==> config.mk <==
export PLATFORM = sky130hd
export DESIGN_NAME = cct_calendar
export DESIGN_NICKNAME = d
export VERILOG_FILES = /design/src/pkg/cct_pkg.sv /design/src/rtl/cct_calendar.sv
export SDC_FILE = /design/constraint.sdc
export NUM_CORES = 1
export LEC_CHECK = 0
export ABC_AREA = 0
export BUFFER_PORTS_ARGS = -buffer_cell sky130_fd_sc_hd__buf_2
export CAP_MARGIN = 20
export CORE_MARGIN = 5
export CORE_UTILIZATION = 40
export CTS_CLUSTER_SIZE = 28
export DETAILED_ROUTE_END_ITERATION = 6
export PLACE_DENSITY = 0.63
export REMOVE_ABC_BUFFERS = 1
export SLEW_MARGIN = 20
export SYNTH_ARGS = -nofsm -noshare
export SYNTH_HDL_FRONTEND = slang
export SYNTH_SLANG_ARGS = --single-unit
export TNS_END_PERCENT = 100
==> constraint.sdc <==
create_clock -name sys_clk -period 3.1 [get_ports sys_clk]
set_input_delay 0.31 -clock sys_clk [delete_from_list [all_inputs] [get_ports sys_clk]]
set_output_delay 0.31 -clock sys_clk [all_outputs]
set_load 0.02 [all_outputs]
==> src/pkg/cct_pkg.sv <==
// Constants, state layout and bus carrier of the calendar clock with trim.
// Assumes an 8-bit classic Wishbone slave port; register n sits at byte 4*n.
package cct_pkg;

    // ==============================================================
    // Register indices (byte address is four times the index)
    localparam logic [15:0] IDX_BT_ISEL = 16'hFE5F;
    localparam logic [15:0] IDX_BT_CTL  = 16'hFE7F;
    localparam logic [15:0] IDX_CAL_CTL = 16'hFEBA;
    localparam logic [15:0] IDX_SEC     = 16'hFEBB;
    localparam logic [15:0] IDX_MIN     = 16'hFEBC;
    localparam logic [15:0] IDX_HOUR    = 16'hFEBD;
    localparam logic [15:0] IDX_DNUM_LO = 16'hFEBE;
    localparam logic [15:0] IDX_DNUM_HI = 16'hFEBF;
    localparam logic [15:0] IDX_DOM     = 16'hFEC0;
    localparam logic [15:0] IDX_MON     = 16'hFEC1;
    localparam logic [15:0] IDX_YEAR    = 16'hFEC2;
    localparam logic [15:0] IDX_CENT    = 16'hFEC3;
    localparam logic [15:0] IDX_TRIM    = 16'hFEC4;
    localparam logic [15:0] IDX_PWR     = 16'hFEC5;

    // ==============================================================
    // Field positions
    localparam int CC_RUN    = 7;
    localparam int CC_REREAD = 6;
    localparam int CC_FLAG   = 5;
    localparam int CC_IEN    = 4;
    localparam int CC_PSEL   = 2;
    localparam int BT_ON     = 6;
    localparam int TRIM_FAST = 7;
    localparam int PWR_HKEEP = 2;

    // ==============================================================
    // Limits and reset values
    localparam logic [5:0] SEC_MAX  = 6'h3B;
    localparam logic [5:0] MIN_MAX  = 6'h3B;
    localparam logic [4:0] HOUR_MAX = 5'h17;
    localparam logic [3:0] MON_MAX  = 4'hC;
    localparam logic [6:0] YEAR_MAX = 7'h63;
    localparam logic [4:0] DOM_RST  = 5'h01;
    localparam logic [3:0] MON_RST  = 4'h1;
    localparam logic [7:0] REG_RST  = 8'h00;
    localparam logic [4:0] WIN_LAST = 5'h1D;

    // ==============================================================
    // Period select codes
    localparam logic [1:0] PS_SEC  = 2'h0;
    localparam logic [1:0] PS_MIN  = 2'h1;
    localparam logic [1:0] PS_HOUR = 2'h2;
    localparam logic [1:0] PS_DAY  = 2'h3;

    typedef struct packed {
        logic        cyc;
        logic        stb;
        logic        we;
        logic [17:0] adr;
        logic        sel;
        logic [7:0]  dat;
    } cct_wb_req_t;

    typedef struct packed {
        logic [7:0]  isel;
        logic [7:0]  btctl;
        logic        run;
        logic        reread;
        logic        flag;
        logic        ien;
        logic [1:0]  psel;
        logic [1:0]  fix;
        logic [5:0]  sec;
        logic [5:0]  min;
        logic [4:0]  hour;
        logic [15:0] dnum;
        logic [4:0]  dom;
        logic [3:0]  mon;
        logic [6:0]  yr;
        logic [2:0]  cen;
        logic [7:0]  trim;
        logic        hkeep;
        logic [16:0] pre;
        logic [4:0]  win;
        logic        ack;
        logic [7:0]  dat;
        logic        irq;
        logic        wake;
    } cct_state_t;

endpackage

==> src/rtl/cct_calendar.sv <==
// Calendar clock with trimmed seconds, day number and interrupt period.
// Assumes subclk_tick is a one-cycle pulse per 32.768 kHz crystal period.
//
// Behaviour
// RL1: Calendar spans years 2000 to 2799, leap-aware.
// RL2: Separate unit counters chained by carries.
// RL3: Trim shifts rate about 0 to 129 ppm.
// RL4: Counting continues during crystal HOLD; here only while the PWR keep bit is set, otherwise ticks are frozen.
// RL5: Period interrupt only when enable is set.
// RL6: Power bit keeps clock alive, irq wakes.
// RL7: Software starts base timer on subclock first.
// RL8: Seconds loadable when stopped, live when running.
// RL9: Seconds count 0 to 59, carry out.
// RL10: Minutes count 0 to 59 on carry.
// RL11: Hours count 0 to 23 on carry.
// RL12: Sixteen-bit day number steps on hour carry.
// RL13: Stopping clears every counter register.
// RL14: Run bit starts and stops counting.
// RL15: Two-bit field picks interrupt interval.
// RL16: Flag sticky until cleared; flag+enable request.
// RL17: Day, month, year, century ranges and carries.
// RL18: One trimmed count pulse per nominal second.
`timescale 1ns/1ps
module cct_calendar
    import cct_pkg::*;
#(
    parameter int TICKS_PER_SEC = 32768
) (
    input  wire logic        sys_clk,
    input  wire logic        rst,
    input  wire cct_wb_req_t wb_req,
    output logic             wb_ack,
    output logic [7:0]       wb_dat_r,
    input  wire logic        subclk_tick,
    input  wire logic        hold_mode,
    output logic             irq_req,
    output logic             hold_release
);

    localparam logic [16:0] TPS = 17'(TICKS_PER_SEC);

    cct_state_t s_ff;
    cct_state_t nxt_s;

    // ==============================================================
    // Bus decode
    logic        req;
    logic        wr;
    logic [15:0] idx;
    logic [7:0]  wd;
    logic        ctl_wr;

    assign req    = wb_req.cyc & wb_req.stb & ~s_ff.ack;
    assign wr     = req & wb_req.we & wb_req.sel;
    assign idx    = wb_req.adr[17:2];
    assign wd     = wb_req.dat;
    assign ctl_wr = wr & (idx == IDX_CAL_CTL);

    // ==============================================================
    // Base timer tick and trimmed second
    logic        freeze;
    logic        tick;
    logic [16:0] len_m1;
    logic        sec_pulse;

    assign freeze = hold_mode & ~s_ff.hkeep; // RL6
    assign tick   = subclk_tick & s_ff.btctl[BT_ON] & ~freeze; // RL4

    // First second of each 30 s window is stretched or shrunk
    always_comb begin
        if (s_ff.win != 5'h00) begin
            len_m1 = TPS - 17'h00001;
        end else if (s_ff.trim[TRIM_FAST]) begin
            len_m1 = TPS - 17'h00001 - {10'h000, s_ff.trim[6:0]}; // RL3
        end else begin
            len_m1 = TPS - 17'h00001 + {10'h000, s_ff.trim[6:0]}; // RL3
        end
    end

    assign sec_pulse = s_ff.run & tick & (s_ff.pre == len_m1); // RL18

    // ==============================================================
    // Carry chain
    logic [4:0] dim;
    logic       leap;
    logic       c_sec;
    logic       c_min;
    logic       c_hour;
    logic       c_dom;
    logic       c_mon;
    logic       c_yr;
    logic       ev;

    // Year 2000+100c+y; century year leap only when c is a multiple of 4
    assign leap = (s_ff.yr[1:0] == 2'h0) &
                  ((s_ff.yr != 7'h00) | (s_ff.cen[1:0] == 2'h0)); // RL1

    always_comb begin
        unique case (s_ff.mon)
            4'h2:                      dim = leap ? 5'h1D : 5'h1C; // RL1
            4'h4, 4'h6, 4'h9, 4'hB:    dim = 5'h1E;
            default:                   dim = 5'h1F;
        endcase
    end

    assign c_sec  = sec_pulse & (s_ff.sec == SEC_MAX); // RL9
    assign c_min  = c_sec & (s_ff.min == MIN_MAX); // RL10
    assign c_hour = c_min & (s_ff.hour == HOUR_MAX); // RL11
    assign c_dom  = c_hour & (s_ff.dom >= dim); // RL17
    assign c_mon  = c_dom & (s_ff.mon >= MON_MAX); // RL17
    assign c_yr   = c_mon & (s_ff.yr >= YEAR_MAX); // RL17

    always_comb begin
        unique case (s_ff.psel)
            PS_SEC:  ev = sec_pulse; // RL15
            PS_MIN:  ev = c_sec; // RL15
            PS_HOUR: ev = c_min; // RL15
            PS_DAY:  ev = c_hour; // RL15
        endcase
    end

    // ==============================================================
    // Next state
    always_comb begin
        nxt_s     = s_ff;
        nxt_s.ack = req;

        // Register writes; counters only load while stopped
        if (wr) begin
            unique case (idx)
                IDX_BT_ISEL: nxt_s.isel = wd;
                IDX_BT_CTL:  nxt_s.btctl = wd;
                IDX_CAL_CTL: begin
                    nxt_s.run  = wd[CC_RUN]; // RL14
                    nxt_s.ien  = wd[CC_IEN];
                    nxt_s.psel = wd[CC_PSEL+1:CC_PSEL];
                    nxt_s.fix  = wd[1:0];
                    if (!wd[CC_REREAD]) begin
                        nxt_s.reread = 1'b0;
                    end
                    if (!wd[CC_FLAG]) begin
                        nxt_s.flag = 1'b0; // RL16
                    end
                end
                IDX_TRIM:    nxt_s.trim = wd;
                IDX_PWR:     nxt_s.hkeep = wd[PWR_HKEEP]; // RL6
                default: begin
                    if (!s_ff.run) begin
                        unique case (idx)
                            IDX_SEC:     nxt_s.sec = wd[5:0]; // RL8
                            IDX_MIN:     nxt_s.min = wd[5:0];
                            IDX_HOUR:    nxt_s.hour = wd[4:0];
                            IDX_DNUM_LO: nxt_s.dnum[7:0] = wd;
                            IDX_DNUM_HI: nxt_s.dnum[15:8] = wd;
                            IDX_DOM:     nxt_s.dom = wd[4:0];
                            IDX_MON:     nxt_s.mon = wd[3:0];
                            IDX_YEAR:    nxt_s.yr = wd[6:0];
                            IDX_CENT:    nxt_s.cen = wd[2:0];
                            default:     nxt_s.isel = s_ff.isel;
                        endcase
                    end
                end
            endcase
        end

        // Trim prescaler, held at zero while stopped
        if (!s_ff.run) begin
            nxt_s.pre = 17'h00000;
            nxt_s.win = 5'h00;
        end else if (tick) begin
            if (sec_pulse) begin
                nxt_s.pre = 17'h00000;
                nxt_s.win = (s_ff.win == WIN_LAST) ? 5'h00 : s_ff.win + 5'h01;
            end else begin
                nxt_s.pre = s_ff.pre + 17'h00001;
            end
        end

        // Counting chain
        if (sec_pulse) begin
            nxt_s.sec = c_sec ? 6'h00 : s_ff.sec + 6'h01; // RL9
        end
        if (c_sec) begin
            nxt_s.min = c_min ? 6'h00 : s_ff.min + 6'h01; // RL10
        end
        if (c_min) begin
            nxt_s.hour = c_hour ? 5'h00 : s_ff.hour + 5'h01; // RL11
        end
        if (c_hour) begin
            nxt_s.dnum = s_ff.dnum + 16'h0001; // RL12
            nxt_s.dom  = c_dom ? DOM_RST : s_ff.dom + 5'h01; // RL17
        end
        if (c_dom) begin
            nxt_s.mon = c_mon ? MON_RST : s_ff.mon + 4'h1; // RL2
        end
        if (c_mon) begin
            nxt_s.yr = c_yr ? 7'h00 : s_ff.yr + 7'h01; // RL2
        end
        if (c_yr) begin
            nxt_s.cen = s_ff.cen + 3'h1; // RL2
        end

        // Falling run clears every counter
        if (s_ff.run && !nxt_s.run) begin
            nxt_s.sec  = 6'h00; // RL13
            nxt_s.min  = 6'h00;
            nxt_s.hour = 5'h00;
            nxt_s.dnum = 16'h0000;
            nxt_s.dom  = 5'h00;
            nxt_s.mon  = 4'h0;
            nxt_s.yr   = 7'h00;
            nxt_s.cen  = 3'h0;
        end

        // Hardware set wins over a software clear
        if (ev) begin
            nxt_s.flag = 1'b1; // RL16
        end
        if (sec_pulse) begin
            nxt_s.reread = 1'b1;
        end

        nxt_s.irq  = nxt_s.flag & nxt_s.ien; // RL5
        nxt_s.wake = nxt_s.flag & nxt_s.ien; // RL6

        // Read data; unmapped reads zero
        nxt_s.dat = 8'h00;
        if (req && !wb_req.we) begin
            unique case (idx)
                IDX_BT_ISEL: nxt_s.dat = s_ff.isel;
                IDX_BT_CTL:  nxt_s.dat = s_ff.btctl;
                IDX_CAL_CTL: nxt_s.dat = {s_ff.run, s_ff.reread, s_ff.flag,
                                          s_ff.ien, s_ff.psel, s_ff.fix};
                IDX_SEC:     nxt_s.dat = {2'h0, s_ff.sec};
                IDX_MIN:     nxt_s.dat = {2'h0, s_ff.min};
                IDX_HOUR:    nxt_s.dat = {3'h0, s_ff.hour};
                IDX_DNUM_LO: nxt_s.dat = s_ff.dnum[7:0];
                IDX_DNUM_HI: nxt_s.dat = s_ff.dnum[15:8];
                IDX_DOM:     nxt_s.dat = {3'h0, s_ff.dom};
                IDX_MON:     nxt_s.dat = {4'h0, s_ff.mon};
                IDX_YEAR:    nxt_s.dat = {1'h0, s_ff.yr};
                IDX_CENT:    nxt_s.dat = {5'h00, s_ff.cen};
                IDX_TRIM:    nxt_s.dat = s_ff.trim;
                IDX_PWR:     nxt_s.dat = {5'h00, s_ff.hkeep, 2'h0};
                default:     nxt_s.dat = 8'h00;
            endcase
        end
    end

    // ==============================================================
    // State register
    always_ff @(posedge sys_clk) begin
        if (rst) begin
            s_ff       <= '0;
            s_ff.isel  <= REG_RST;
            s_ff.btctl <= REG_RST;
            s_ff.trim  <= REG_RST;
            s_ff.dom   <= DOM_RST;
            s_ff.mon   <= MON_RST;
        end else begin
            s_ff <= nxt_s;
        end
    end

    assign wb_ack       = s_ff.ack;
    assign wb_dat_r     = s_ff.dat;
    assign irq_req      = s_ff.irq;
    assign hold_release = s_ff.wake;
endmodule // cct_calendar

# Yosys cells after proc, flatten, opt, wreduce, memory -nomap -nowiden
# Cells that the tools add are included.
dict set report word_totals {
  register_bits 117
  wordCells 204
}
dict set report op_classes {
  n_addsub 12
  n_lt_le_gt_ge 3
  eq_ne 46
  n_mux 41
  n_bitwise 23
  reduce_logical 53
}
# op count
set ops {}
lappend ops {{== test 16 bit (second input constant)} 14}
lappend ops {{one-hot mux 8 bit (14 select lines)} 1}
lappend ops {{2-to-1 mux 52 bit} 2}
lappend ops {{2-to-1 mux 69 bit} 1}
lappend ops {{2-to-1 mux 17 bit} 3}
lappend ops {{AND reduction 4 bit} 11}
lappend ops {{2-to-1 mux 6 bit} 6}
lappend ops {{nonzero test 2 bit} 17}
lappend ops {{2-to-1 mux 8 bit} 4}
lappend ops {{2-to-1 mux 5 bit} 6}
lappend ops {{!= test 2 x 1 -> 1 bit (second input constant)} 15}
lappend ops {{2-to-1 mux 21 bit} 1}
lappend ops {{2-to-1 mux 7 bit} 3}
lappend ops {{adder 17 x 1 -> 17 bit (second input constant)} 1}
lappend ops {{AND 1 bit} 17}
lappend ops {{== test 17 bit} 1}
lappend ops {{adder 15 x 7 -> 16 bit (first input constant)} 1}
lappend ops {{adder 16 x 1 -> 16 bit (second input constant)} 1}
lappend ops {{subtractor 15 x 7 -> 16 bit (first input constant)} 1}
lappend ops {{adder 5 x 1 -> 5 bit (second input constant)} 3}
lappend ops {{2-to-1 mux 15 bit} 1}
lappend ops {{adder 6 x 1 -> 6 bit (second input constant)} 2}
lappend ops {{== test 6 bit (second input constant)} 2}
lappend ops {{2-to-1 mux 4 bit} 3}
lappend ops {{other kinds (30)} 61}

# Depth between registers and ports, before layout
dict set report depth {
  depth_word 15
  depth_mapped 15
}

# Worst setup path before layout
# OpenSTA, ideal clock, no wires.
dict set report synth_path {
  kind {register -> register}
  startpoint {reg s_ff[47] in the netlist's numbering}
  endpoint {reg s_ff[49] in the netlist's numbering}
  setup_ns 0.074
  arrival_time_ns 3.005
  required_ns 3.026
  path_slack_ns 0.021
  path_stages_with_launch 13
  path_buffers 1
  synth_period_minus_slack_ns 3.079
  path_cell_list {dfxtp_1 > or3_1 > o41ai_1 > a21oi_1 > ha_1 > nand2b_1 > a21oi_1 > or2_2 > clkbuf_1 > nor3_2 > nand2_4 > or4_1 > a31oi_1}
}
dict set report synth_via {
  elab_chain_cells 11
  elab_cells_between_ends 18
  cone_classes {add/sub (1); order compare (2); eq/ne (2); mux (4); bitwise (5); reduce/logical (4)}
}
# element line
set synth_rtl {}
lappend synth_rtl {{start: declaration} cct_calendar.sv:42} ;# cct_state_t s_ff;
lappend synth_rtl {{start signal: assignment} cct_calendar.sv:261} ;# s_ff <= nxt_s;
lappend synth_rtl {{nonzero test 7 bit} cct_calendar.sv:96} ;# ((s_ff.yr != 7'h00) | (s_ff.cen[1:0] == 2'h0));
lappend synth_rtl {{OR 1 bit} cct_calendar.sv:96}
lappend synth_rtl {{AND 1 bit} cct_calendar.sv:95} ;# assign leap = (s_ff.yr[1:0] == 2'h0) &
lappend synth_rtl {{2-to-1 mux 1 bit} cct_calendar.sv:100} ;# 4'h2: dim = leap ? 5'h1D : 5'h1C;
lappend synth_rtl {{one-hot mux 2 bit (2 select lines)} cct_calendar.sv:99} ;# unique case (s_ff.mon)
lappend synth_rtl {{>= comparator 5 bit} cct_calendar.sv:109} ;# assign c_dom = c_hour & (s_ff.dom >= dim);
lappend synth_rtl {{AND 1 bit} cct_calendar.sv:109}
lappend synth_rtl {{AND 1 bit} cct_calendar.sv:110} ;# assign c_mon = c_dom & (s_ff.mon >= MON_MAX);
lappend synth_rtl {{AND 1 bit} cct_calendar.sv:111} ;# assign c_yr = c_mon & (s_ff.yr >= YEAR_MAX);
lappend synth_rtl {{2-to-1 mux 7 bit} cct_calendar.sv:197} ;# nxt_s.yr = c_yr ? 7'h00 : s_ff.yr + 7'h01;
lappend synth_rtl {{2-to-1 mux 7 bit} cct_calendar.sv:196} ;# if (c_mon) begin
# Parallel ways exist; a longest one is shown, timed or not.
# A chain may end at the register's enable or synchronous reset.

# Worst setup path after layout
dict set report layout_path {
  startpoint {reg s_ff[35] in the netlist's numbering}
  endpoint {reg s_ff[49] in the netlist's numbering}
}
dict set report layout_via {
  elab_chain_cells 13
  elab_cells_between_ends 19
  cone_classes {add/sub (2); eq/ne (3); mux (4); bitwise (7); reduce/logical (3)}
}
# element line
set layout_rtl {}
lappend layout_rtl {{adder 15 x 7 -> 16 bit or subtractor 15 x 7 -> 16 bit (tied branches)} {cct_calendar.sv:76, cct_calendar.sv:74}}
lappend layout_rtl {{2-to-1 mux 17 bit (*)} cct_calendar.sv:73} ;# end else if (s_ff.trim[TRIM_FAST]) begin
lappend layout_rtl {{2-to-1 mux 17 bit (*)} cct_calendar.sv:71} ;# if (s_ff.win != 5'h00) begin
lappend layout_rtl {{== test 17 bit (*)} cct_calendar.sv:80} ;# assign sec_pulse = s_ff.run & tick & (s_ff.pre == len_m1);
lappend layout_rtl {{AND 1 bit (*)} cct_calendar.sv:80}
lappend layout_rtl {{AND 1 bit (*)} cct_calendar.sv:106} ;# assign c_sec = sec_pulse & (s_ff.sec == SEC_MAX);
lappend layout_rtl {{AND 1 bit (*)} cct_calendar.sv:107} ;# assign c_min = c_sec & (s_ff.min == MIN_MAX);
lappend layout_rtl {{AND 1 bit (*)} cct_calendar.sv:108} ;# assign c_hour = c_min & (s_ff.hour == HOUR_MAX);
lappend layout_rtl {{AND 1 bit (*)} cct_calendar.sv:109}
lappend layout_rtl {{AND 1 bit (*)} cct_calendar.sv:110}
lappend layout_rtl {{AND 1 bit} cct_calendar.sv:111}
lappend layout_rtl {{2-to-1 mux 7 bit} cct_calendar.sv:197}
lappend layout_rtl {{2-to-1 mux 7 bit} cct_calendar.sv:196}
# Mark *: on every way between the ends. The rest lies on a longest branch, timed or not.

==> results.ini <==
[timing]
fin_crit_sh_pct=103.8
fin_ws_ps=-117.5
max_freq_ghz=0.3108
rsz0062_at_grt=yes
fin_hold_ws_ps=251.0
worstMarginPinSlew_ps=823.1
setup_viol=29
finClkSkew_ps=10.72
fin_crit_ps=3217
slew_headroom_pct=45.02
drv_slew=0
hold_viol=0

[floorplan]
row_count=48
start_util_pct=40.79
die-area_sq_um=20460
ios=45
die_height_um=143.0
core-area_sq_um=17360
die_x_um=143.0

[critical_path]
crit_path_start_kind=register
r2r_slack_ps=-120
reg2reg_depth=14
r2r-end=s_ff[49]
arrival_ps=3560
crit_path_start=s_ff[35]
cp.required_ps=3450
crit_path_end_kind=register
worstPathMaxFanout=7
crit_path_end=s_ff[49]
reg2reg_from=s_ff[35]
worstSetupPathType=reg2reg

[clock_tree]
cts_root_buf=clkbuf_16
clk-insertion-delay-late_ps=430
cts.sinks=117
ctsLongestPathBuffers=2
cts_buffers=17
clk_pin_slew_ps=60
hold_buffers=0
cts_tree=yes
ctsHtreeMaxLevel=4

[detailed_routing]
via_count=7556
first_pass_iters=5
routed_via_density=6.123
drt_iter0_markers=661
wire_per_inst_um=19.94
wl_um=24610
postRouteAntennaNets=0
drc=0

[worst_hold_path]
min-delay-start=wb_req[7]
hold_class=in2reg

[placed_design]
port_buffers=42
placedInstanceArea_sq_um=8026
dp_hpwl_um=16710
gp_congestion=0.9839

[synth]
async_flop_share_pct=0
ys_ff_latch=117
ys.flop_type=dfxtp_1
yosysWarnings=0
synth_xor_area_share_pct=3.092
synth_cell_types=74
synth_fa_ha_area_share_pct=3.711
synth_compound_area_share_pct=21.13
synthSimpleGateAreaFrac_pct=27.04
synth_area_sq_um=7081
synth_area_leader_cell=dfxtp_1
synth_area_leaders=dfxtp_1 (33%), mux2i_1 (5.7%), nand2_1 (4.7%), nor2_1 (4.7%), a21oi_1 (4.3%)
ys_seq_area_share_pct=33.08
syn_area_per_cell_sq_um=7.965
synthMuxAreaShare_pct=6.768
yosysTopAreaCellShare_pct=33.08
syn_inst=889
synth_top_family_by_area=simple AND/OR/NAND/NOR gates
synth-edff-count=0

[pwr]
leakage_nw=3.505
p_int_mw=2.910
combPwrFrac_pct=3.0
power.switching_mw=0.8524
p_total_mw=3.762
ir_worst_vdd_v=0.0004336
powerDensity_nw_per_um2=402.4
netSwitchingFraction_pct=22.66
pwr-share-clk_pct=57.0
pwr-share-seq_pct=40.0

[finish]
nets=1051
fin_util_pct=53.87
drive_gt1_share_pct=27.95
finalInstanceArea_sq_um=9350
n_antenna_cell=0
area_growth_pct=32.06

[global_routing]
grt_pass1_vias=7013
track_usage_pct=23.23
grt_pass1_wl_um=37560
grt_overflow=0
grt_antenna_before_repair=0
grt_max_degree=38

[flow_run]
maxCapViolCount=0

[outcome]
outcome=complete, but fails checks
violations=setup timing

==> registers in the layout (all words and copies together) (netlist names) <==
signal and cells:
s_ff 107, wb_dat_r 8, hold_release 1, wb_ack 1
==> worst min path at each step <==
stage	endpoint	slack, ps	cells past startpoint
after floorplan	s_ff[100]	380	1
after global routing	s_ff[41]	260	3
after global placement	s_ff[100]	470	2
after detailed placement	s_ff[100]	480	2
after CTS	s_ff[41]	240	3
final	s_ff[41]	250	3
==> per-stage QoR <==
stage | setup slack, ps | std cells | setup TNS, ps
6_report | -117.5 | 1234 | -1160
5_1_grt | -251.1 | 1234 | -7211
4_1_cts | -50.33 | 1217 | -125.6
3_5_place_dp | -113.1 | 1184 | -768.2
3_3_place_gp | -47.54 | 1184 | -159.6
2_1_floorplan | -1068 | 831 | -44960
==> cell usage in the layout, fill, tap and decap left out, types with 15 or more instances in the layout <==
master / n
a21oi_1: 52
a221oi_1: 15
a31oi_1: 19
and3_1: 18
buf_2: 42
buf_4: 83
clkbuf_16: 20
dfxtp_1: 115
ha_1: 20
inv_1: 23
mux2i_1: 40
nand2_1: 85
nand3_1: 31
nor2_1: 84
nor3_1: 23
o21ai_0: 22
==> kinds of logic after synthesis <==
logic type,count (synthesis)
fa+ha+maj,21
compound gates,221
flops,117
buf+inv,83
mux,47
simple gates,375
xor+xnor,25
==> repair_timing <==
item                                    in CTS  in global routing
pin swaps                                    1                 72
endpoints found under the setup margin      29                 50
resized for setup                            7                121
gates cloned                                 0                  3
buffers inserted                             1                 14
==> synthesized netlist by cell type, types with 5 or more instances <==
master	instances
dfxtp_1	117
nand2_1	88
nor2_1	88
a21oi_1	61
mux2i_1	40
nor3_1	38
o21ai_0	38
nand3_1	36
clkbuf_1	35
inv_1	25
ha_1	21
a31oi_1	20
a211oi_1	18
and3_1	18
a221oi_1	16
nand4_1	13
xor2_1	13
a32oi_1	12
and2_1	12
nor4_1	12
xnor2_1	12
buf_2	11
nand3b_1	10
buf_4	9
a22oi_1	8
o211ai_1	8
or3_1	8
a22o_1	7
mux2_2	7
nor2b_1	6
or2_2	6
and4_1	5
nand4b_1	5
==> power by group through the flow <==
| stage | registers [mW] | logic [mW] | clock network (mW) |
|---|---|---|---|
| finish | 1.50 | 0.112 | 2.15 |
| CTS | 1.50 | 0.107 | 2.16 |
| detailed placement | 1.54 | 0.107 | 0 |
| global route | 1.50 | 0.117 | 2.23 |
| floorplan | 1.54 | 0.0265 | 0 |
| global placement | 1.54 | 0.106 | 0 |
==> critical path, stage by stage (launching register included) <==
cell,delay [ps]
dfxtp_2,320
inv_2,60
ha_4,130
or3b_4,380
nor3_2,180
ha_1,250
mux2i_1,140
nor2_1,100
xnor2_2,150
a2111oi_4,300
and4_4,290
buf_12,130
nand2_4,50
or4_1,520
a31oi_1,150
==> layer usage <==
| layer | vias to the layer above | GRT usage (%) | part of all wire [%] |
|---|---|---|---|
| met5 | - | 0 | 0 |
| li1 | 3517 | - | - |
| met3 | 89 | 5.459 | 7.8 |
| met2 | 375 | 37.29 | 46 |
| met1 | 3575 | 30.03 | 42 |
| met4 | 0 | 9.655 | 4.0 |
==> layout make-up <==
| type | count | area (sq um) |
|---|---|---|
| Fill cell | 1587 | 8006 |
| Multi-Input combinational cell | 689 | 4832 |
| Sequential cell | 117 | 2345 |
| Timing Repair Buffer | 146 | 1159 |
| Clock buffer | 18 | 439.2 |
| Tap cell | 225 | 281.5 |
| Clock inverter | 14 | 200.2 |
| Inverter | 25 | 93.84 |
(Power assumes the default switching activity.)
